===== src/hdl/ats_pkg.sv =====
package ats_pkg;

  // --------------------------------------------------------------------------
  // clock and timing
  // --------------------------------------------------------------------------
  localparam int CLK_HZ = 200_000_000;
  localparam int CLK_PERIOD_NS = 5;
  localparam int STROBE_WIDTH_US = 190;
  localparam int ZC_WIDTH_US = 100;
  localparam int STROBE_CYCLES = STROBE_WIDTH_US * 1000 / CLK_PERIOD_NS;
  localparam int ZC_CYCLES = ZC_WIDTH_US * 1000 / CLK_PERIOD_NS;
  localparam int STATUS_PERIOD_S = 3;
  localparam int STATUS_SHOW_S = 1;
  localparam int STATUS_PERIOD_CYCLES = STATUS_PERIOD_S * CLK_HZ;
  localparam int STATUS_SHOW_CYCLES = STATUS_SHOW_S * CLK_HZ;

  // --------------------------------------------------------------------------
  // frequency limits, millihertz
  // --------------------------------------------------------------------------
  localparam int FW = 24;
  localparam logic [FW-1:0] RANGE_RESET_MHZ = 24'h002710;
  localparam logic [FW-1:0] SYNC_MIN_MHZ = 24'h003A98;
  localparam logic [FW-1:0] SYNC_MAX_MHZ = 24'h124F80;
  localparam logic [15:0] SPEED_RESET = 16'h0001;

  // displayed status field
  typedef enum logic [1:0] {
    ATS_SHOW_NORMAL,
    ATS_SHOW_SYNCED,
    ATS_SHOW_UNSYNCED
  } ats_show_type;

  // transient trigger states
  typedef enum logic [1:0] {
    ATS_TR_IDLE,
    ATS_TR_WAIT,
    ATS_TR_RUN
  } ats_tr_type;

endpackage : ats_pkg


===== src/hdl/ats_aux_io.sv =====
`timescale 1ns/1ps
// Functional notes
// with trigger mode on, an armed transient starts only on trigger rising edge
// waiting armed transient reports running with progress 0%
// lock only to references within setpoint plus/minus range; range resets to 10Hz
// generated frequency clamped to setpoint plus/minus range, even without reference
// sync input accepted from 15 Hz to 1200 Hz, timed on rising edges
// sync source selects mains line-to-line or TTL sync pin
// PLL lock state tracked and readable as locked or unlocked
// when locked, status shows synced 1 s of every 3 s
// phase offset setting shifts phase A against the reference
// speed setting sets PLL tracking rate; small values steadier
// phases B and C keep programmed angles relative to phase A
// controller sets frequency setpoint near reference before enabling sync
// controller should not enable output until lock is reported
// strobe pulse on transient start when its enable is set
// strobe pulse on output relay change when its enable is set
// strobe pulse on voltage, frequency, waveform or angle change when enabled
// three separate enables for the three strobe sources
// strobe pulse lasts 190 us
// phase sync output pulses about 100 us at each phase A zero crossing
// trigger and sync pins pass a two-stage synchroniser before edge detection
// pulse widths are counted; new events do not truncate an active pulse
module ats_aux_io
  import ats_pkg::*;
#(
  parameter int STROBE_LEN = STROBE_CYCLES,
  parameter int ZC_LEN = ZC_CYCLES,
  parameter int STAT_PERIOD = STATUS_PERIOD_CYCLES,
  parameter int STAT_SHOW = STATUS_SHOW_CYCLES
) (
  // clock and reset
  input wire logic clk,
  input wire logic rst_b,
  // pins
  input wire logic transient_trigger_in,
  input wire logic sync_ttl_in,
  input wire logic mains_ll_zc_in,
  output logic event_strobe_out,
  output logic phase_sync_out,
  // transient control
  input wire logic trig_mode_en,
  input wire logic transient_arm,
  input wire logic transient_done,
  output logic transient_running,
  output logic transient_started,
  output logic [6:0] transient_progress_gate,
  // sync configuration
  input wire logic sync_en,
  input wire logic sync_src_ttl,
  input wire logic [FW-1:0] freq_setpoint,
  input wire logic [FW-1:0] sync_range,
  input wire logic sync_range_wr,
  input wire logic [15:0] ref_phase_offset_setting,
  input wire logic [15:0] sync_speed,
  input wire logic [FW-1:0] ref_period_to_mhz,
  // phase generator side
  input wire logic phase_a_zero_cross,
  input wire logic phase_sync_out_en,
  output logic [FW-1:0] gen_freq_mhz,
  output logic [15:0] phase_a_offset,
  output logic phase_a_realign,
  output logic pll_locked,
  output ats_show_type status_show,
  // strobe sources
  input wire logic strobe_on_transient_en,
  input wire logic strobe_on_relay_change_en,
  input wire logic strobe_on_param_change_en,
  input wire logic relay_state,
  input wire logic param_changed
);

  // --------------------------------------------------------------------------
  // pin synchronisers
  // --------------------------------------------------------------------------
  logic [1:0] tt_s_q, ttl_s_q, ll_s_q;
  logic tt_d1_q, ref_d1_q, relay_q;

  // two flops per pin; only the second stage is read
  always_ff @(posedge clk or negedge rst_b) begin
    if (!rst_b) begin
      tt_s_q <= 2'h0;
      ttl_s_q <= 2'h0;
      ll_s_q <= 2'h0;
    end else begin
      tt_s_q <= {tt_s_q[0], transient_trigger_in};
      ttl_s_q <= {ttl_s_q[0], sync_ttl_in};
      ll_s_q <= {ll_s_q[0], mains_ll_zc_in};
    end
  end

  logic ref_lvl;
  assign ref_lvl = sync_src_ttl ? ttl_s_q[1] : ll_s_q[1];

  // edge history
  always_ff @(posedge clk or negedge rst_b) begin
    if (!rst_b) begin
      tt_d1_q <= 1'b0;
      ref_d1_q <= 1'b0;
      relay_q <= 1'b0;
    end else begin
      tt_d1_q <= tt_s_q[1];
      ref_d1_q <= ref_lvl;
      relay_q <= relay_state;
    end
  end

  logic tt_rise, ref_rise, relay_chg;
  assign tt_rise = tt_s_q[1] & ~tt_d1_q;
  assign ref_rise = ref_lvl & ~ref_d1_q;
  assign relay_chg = relay_state ^ relay_q;

  // --------------------------------------------------------------------------
  // transient trigger
  // --------------------------------------------------------------------------
  ats_tr_type tr_q;
  logic start_pulse;
  assign start_pulse = (tr_q == ATS_TR_WAIT && tt_rise)
                       || (tr_q == ATS_TR_IDLE && transient_arm && !trig_mode_en);

  // armed program waits for trigger edge when trigger mode is on
  always_ff @(posedge clk or negedge rst_b) begin
    if (!rst_b) begin
      tr_q <= ATS_TR_IDLE;
    end else begin
      unique case (tr_q)
        ATS_TR_IDLE: begin
          if (transient_arm) begin
            tr_q <= trig_mode_en ? ATS_TR_WAIT : ATS_TR_RUN;
          end
        end
        ATS_TR_WAIT: begin
          if (tt_rise) begin
            tr_q <= ATS_TR_RUN;
          end
        end
        ATS_TR_RUN: begin
          if (transient_done) begin
            tr_q <= ATS_TR_IDLE;
          end
        end
      endcase
    end
  end

  assign transient_running = tr_q != ATS_TR_IDLE;
  assign transient_started = tr_q == ATS_TR_RUN;
  assign transient_progress_gate = (tr_q == ATS_TR_RUN) ? 7'h64 : 7'h00;

  // --------------------------------------------------------------------------
  // sync engine
  // --------------------------------------------------------------------------
  logic [FW-1:0] range_q;
  logic [FW-1:0] freq_q;
  logic lock_q;
  logic [FW-1:0] lo_lim, hi_lim;
  logic ref_ok;

  // range register, 10 Hz after reset
  always_ff @(posedge clk or negedge rst_b) begin
    if (!rst_b) begin
      range_q <= RANGE_RESET_MHZ;
    end else if (sync_range_wr) begin
      range_q <= sync_range;
    end
  end

  assign lo_lim = (freq_setpoint > range_q) ? freq_setpoint - range_q : '0;
  assign hi_lim = freq_setpoint + range_q;
  assign ref_ok = ref_period_to_mhz >= lo_lim && ref_period_to_mhz <= hi_lim
                  && ref_period_to_mhz >= SYNC_MIN_MHZ
                  && ref_period_to_mhz <= SYNC_MAX_MHZ;

  // frequency slews toward reference by speed per reference edge
  logic [FW:0] up_f, dn_f;
  assign up_f = {1'b0, freq_q} + {9'h000, sync_speed};
  assign dn_f = {1'b0, freq_q} - {9'h000, sync_speed};

  always_ff @(posedge clk or negedge rst_b) begin
    if (!rst_b) begin
      freq_q <= '0;
      lock_q <= 1'b0;
    end else if (!sync_en) begin
      freq_q <= freq_setpoint;
      lock_q <= 1'b0;
    end else if (ref_rise) begin
      lock_q <= ref_ok && (freq_q == ref_period_to_mhz);
      if (!ref_ok) begin
        freq_q <= freq_setpoint;
      end else if (freq_q < ref_period_to_mhz) begin
        freq_q <= (up_f[FW-1:0] > ref_period_to_mhz) ? ref_period_to_mhz
                  : up_f[FW-1:0];
      end else if (freq_q > ref_period_to_mhz) begin
        freq_q <= (dn_f[FW-1:0] < ref_period_to_mhz || dn_f[FW])
                  ? ref_period_to_mhz : dn_f[FW-1:0];
      end
    end
  end

  // final clamp keeps output inside the window
  always_comb begin
    if (freq_q > hi_lim) begin
      gen_freq_mhz = hi_lim;
    end else if (freq_q < lo_lim) begin
      gen_freq_mhz = lo_lim;
    end else begin
      gen_freq_mhz = freq_q;
    end
  end

  assign pll_locked = lock_q;
  assign phase_a_offset = ref_phase_offset_setting;
  // only phase A realigns; B and C follow A by their own angles
  assign phase_a_realign = sync_en & lock_q & ref_rise;

  // --------------------------------------------------------------------------
  // status display rotation
  // --------------------------------------------------------------------------
  logic [31:0] stat_cnt_q;

  always_ff @(posedge clk or negedge rst_b) begin
    if (!rst_b) begin
      stat_cnt_q <= '0;
    end else if (!lock_q || stat_cnt_q == 32'(STAT_PERIOD - 1)) begin
      stat_cnt_q <= '0;
    end else begin
      stat_cnt_q <= stat_cnt_q + 32'h1;
    end
  end

  always_comb begin
    if (!sync_en) begin
      status_show = ATS_SHOW_NORMAL;
    end else if (!lock_q) begin
      status_show = ATS_SHOW_UNSYNCED;
    end else if (stat_cnt_q < 32'(STAT_SHOW)) begin
      status_show = ATS_SHOW_SYNCED;
    end else begin
      status_show = ATS_SHOW_NORMAL;
    end
  end

  // --------------------------------------------------------------------------
  // output pulses
  // --------------------------------------------------------------------------
  logic strobe_evt;
  logic [31:0] stb_cnt_q, zc_cnt_q;
  assign strobe_evt = (strobe_on_transient_en && start_pulse)
                      || (strobe_on_relay_change_en && relay_chg)
                      || (strobe_on_param_change_en && param_changed);

  // strobe width counter; events during a pulse are absorbed
  always_ff @(posedge clk or negedge rst_b) begin
    if (!rst_b) begin
      stb_cnt_q <= '0;
    end else if (stb_cnt_q != 32'h0) begin
      stb_cnt_q <= stb_cnt_q - 32'h1;
    end else if (strobe_evt) begin
      stb_cnt_q <= 32'(STROBE_LEN);
    end
  end

  // zero-cross width counter
  always_ff @(posedge clk or negedge rst_b) begin
    if (!rst_b) begin
      zc_cnt_q <= '0;
    end else if (zc_cnt_q != 32'h0) begin
      zc_cnt_q <= zc_cnt_q - 32'h1;
    end else if (phase_sync_out_en && phase_a_zero_cross) begin
      zc_cnt_q <= 32'(ZC_LEN);
    end
  end

  // registered pulse outputs
  always_ff @(posedge clk or negedge rst_b) begin
    if (!rst_b) begin
      event_strobe_out <= 1'b0;
      phase_sync_out <= 1'b0;
    end else begin
      event_strobe_out <= stb_cnt_q != 32'h0;
      phase_sync_out <= zc_cnt_q != 32'h0;
    end
  end
endmodule : ats_aux_io


===== config.mk =====
export PLATFORM = sky130hd
export DESIGN_NAME = ats_aux_io
export DESIGN_NICKNAME = d
export VERILOG_FILES = /design/src/hdl/ats_pkg.sv /design/src/hdl/ats_aux_io.sv
export SDC_FILE = /design/constraint.sdc
export NUM_CORES = 1
export LEC_CHECK = 0
export BUFFER_PORTS_ARGS = -buffer_cell sky130_fd_sc_hd__buf_4
export CAP_MARGIN = 20
export CORE_UTILIZATION = 50
export DETAILED_ROUTE_END_ITERATION = 8
export PLACE_DENSITY_LB_ADDON = 0.25
export SYNTH_ARGS = -nofsm -noshare
export SYNTH_HDL_FRONTEND = slang
export SYNTH_SLANG_ARGS = --single-unit

===== constraint.sdc =====
create_clock -name clk -period 6.5 [get_ports clk]
set_input_delay 0.975 -clock clk [delete_from_list [all_inputs] [get_ports clk]]
set_output_delay 0.975 -clock clk [all_outputs]
set_load 0.03 [all_outputs]

==> results.sh <==
export IMPL_multiInputGateArea_um2=11660
export IMPL_grt_overflow=0
export IMPL_die_w_um=182.3
export IMPL_report_final_slew_viol_count=0
export IMPL_grt_first_pass_wirelength_um=77630
export IMPL_synth_top_flop_cell="dfrtp_1"
export IMPL_ctsHtreeMaxLevel=4
export IMPL_synth_edff_count=0
export IMPL_design_power_total_mw=5.192
export IMPL_antenna_found_initial=0
export IMPL_die_height_um=182.3
export IMPL_async_flop_share=1.000
export IMPL_setup_violations=15
export IMPL_clk_pin_slew_ns=0.07
export IMPL_outcome="finished with violations"
export IMPL_wl_per_cell_um=18.78
export IMPL_max_cap_violations=0
export IMPL_routed_wl_um=49680
export IMPL_nets=2574
export IMPL_dieArea_um2=33230
export IMPL_fillers=2770
export IMPL_track_usage=0.2962
export IMPL_via_count=15610
export IMPL_synth_most_common_cell="ha_1"
export IMPL_crit_type="in -> out"
export IMPL_cts_sinks=158
export IMPL_grt_max_degree=105
export IMPL_power_density_nw_per_um2=263.8
export IMPL_critPathRequiredTime_ns=5.52
export IMPL_firstDrtPassIters=5
export IMPL_top_level_ports=177
export IMPL_cts_made_buffers=17
export IMPL_route_detailed_drc=0
export IMPL_postCtsHoldBufs=0
export IMPL_synth_area_leader_cell="dfrtp_1"
export IMPL_syn_area_um2=16250
export IMPL_p_leak_nw=9.341
export IMPL_end_kind="output pin"
export IMPL_final_period_utilization=1.013
export IMPL_final_cells=2646
export IMPL_tightest_slew_ns=0.9992
export IMPL_grt_pass1_vias=14670
export IMPL_gp_congestion=0.9880
export IMPL_critPathSlowestCell="a221oi_4"
export IMPL_yosysSeqAreaShare=0.2436
export IMPL_syn_to_final_growth_pct=21.08
export IMPL_start_util=0.5112
export IMPL_fmax_mhz=151.9
export IMPL_startpoint_type="primary input"
export IMPL_dp_cells=2589
export IMPL_ys_ff_latch=158
export IMPL_cts_tree="built"
export IMPL_core_area_um2=31800
export IMPL_cts_root_buf="clkbuf_16"
export IMPL_final_core_util=0.6189
export IMPL_violations="negative setup slack"
export IMPL_drive_gt1_frac=0.2068
export IMPL_period_needed_ns=6.585
export IMPL_ys_types=95
export IMPL_ys_warn_count=0
export IMPL_worstPathMaxFanout=7
export IMPL_clockBufferDepth=2
export IMPL_ys_top_cells_by_area="dfrtp_1 (24%), ha_1 (19%), xnor2_1 (4.7%)"
export IMPL_syn_avg_cell_area_um2=8.297
export IMPL_layout_setup_ws_ns=-0.08470
export IMPL_fp_row_count=65
export IMPL_synth_common_cells="ha_1 (251), nor2_1 (183), dfrtp_1 (153)"
export IMPL_antenna_left=0
export IMPL_finalHoldViolCount=0
export IMPL_vias_per_cell=5.899
export IMPL_io_buffers=140
export IMPL_clock_skew_ns=0.01361
export IMPL_min_path_type="reg -> reg"
export IMPL_rsz0062_at_grt="true"
export IMPL_hpwl_um=40040
export IMPL_relSlewSlack=0.3277
export IMPL_critPathArrivalTime_ns=5.61
export IMPL_clkLatencyLatePin_ns=0.45
export IMPL_synth_top_area_frac=0.2355
export IMPL_regArea_um2=3960
export IMPL_ir_drop_mv=0.2355
export IMPL_max_stage_delay_ns=0.40
export IMPL_drt_iter0_drc=1105
export IMPL_synthesis_instances=1959
## layout by cell type, fill, tap and decap left out, drive strengths merged, types with 7 or more instances in the layout
cell type,Yosys,final
buf,51,310
ha,251,251
nor2,186,187
dfrtp,153,153
nand2,147,147
inv,133,142
a21oi,142,142
o21ai,117,117
xnor2,88,88
xor2,68,68
nor3,60,60
nand4,49,49
nand3,44,44
nor2b,34,34
a21o,32,32
nand2b,28,28
a211oi,24,24
nor4,22,22
and3,20,20
clkbuf,44,18
or3,18,18
o31ai,17,17
o21a,16,16
mux2i,15,15
a31oi,15,15
o22ai,14,14
o21bai,14,14
o211ai,13,13
a311oi,10,10
nor3b,9,9
and2,8,8
a221oi,8,8
or4,8,8
o31a,7,7
## state kept, by name, summed over array words and instances (netlist names)
register,count
event_strobe_out,1
freq_q,24
ll_s_q,2
phase_sync_out,1
pll_locked,1
range_q,24
ref_d1_q,1
relay_q,1
stat_cnt_q,32
stb_cnt_q,32
tr_q,2
tt_d1_q,1
tt_s_q,2
ttl_s_q,2
zc_cnt_q,32
## report_power, final
| part | total [mW] | switching (mW) | internal, mW |
|---|---|---|---|
| clock network | 0.971 | 0.459 | 0.512 |
| logic | 3.05 | 1.74 | 1.31 |
| registers | 1.17 | 0.106 | 1.06 |
## per-stage QoR
| stage | TNS, ns | cell area (µm²) | hold WS [ns] | setup slack [ns] |
|---|---|---|---|---|
| after global placement | -0.4590 | 18530 | 0.3325 | -0.1754 |
| after detailed placement | -0.9119 | 18530 | 0.3379 | -0.1834 |
| after global routing | -3.578 | 19680 | 0.3609 | -0.2152 |
| after CTS | 0 | 19190 | 0.3542 | 0.005143 |
| final | -0.5415 | 19680 | 0.3522 | -0.08470 |
| after floorplan | 0 | 16320 | 0.3312 | 0.02322 |
## worst max-delay path: cells and delay by family
family,cells,cell delay [ns]
buf+inv,7,0.92
simple gates,2,0.23
mux,2,0.49
fa+ha+maj,3,0.79
compound gates,11,2.21
## cells by family after synthesis
logic type      count (synthesis)  share of synthesized area
compound gates                492                     0.1993
mux                            20                    0.01316
simple gates                  649                     0.1990
other cells                     1                  0.0002307
buf+inv                       228                    0.06250
flops                         158                     0.2436
xor+xnor                      156                    0.08406
fa+ha+maj                     255                     0.1981
## repair_timing
item / CTS / global route
pin swaps: 9 / 46
setup endpoints to repair: 22 / 24
resized for setup: 17 / 83
cloned: 0 / 1
setup buffers: 6 / 17
## routing by layer
metal,vias up,wire [µm],share of wire,global-route usage
li1,7505,-,-,-
met2,492,22040,0.44,0.4656
met4,0,981,0.020,0.08235
met5,-,0,0,0
met1,7541,23890,0.48,0.4274
met3,70,2765,0.056,0.03492
## worst paths after layout
check | slack, ns | endpoint | from | cells after the start
setup / recovery | -0.08 | gen_freq_mhz[15] | freq_setpoint[0] | 25
hold / removal | 0.35 | ll_s_q[1]$_DFF_PN0_ | ll_s_q[0]$_DFF_PN0_ | 0
setup reg to reg | 0.78 | freq_q[10]$_DFFE_PN0P_ | freq_q[1]$_DFFE_PN0P_ | 20
hold reg to reg | 0.35 | ll_s_q[1]$_DFF_PN0_ | ll_s_q[0]$_DFF_PN0_ | 0
max in group asynchronous | 4.57 | range_q[14]$_DFFE_PN0P_ | rst_b | 2
min in group asynchronous | 0.64 | stat_cnt_q[28]$_DFF_PN0_ | rst_b | 1
## final cells by class
type,instances,area share
clock buffer,18,0.02232
antenna,1,0.0001272
clock inverter,14,0.006040
timing repair buffer,310,0.1247
multi-input combinational,1577,0.5925
inverter,133,0.02549
sequential,158,0.2012
tap,435,0.02766
Power figures use the tool's default switching activity.
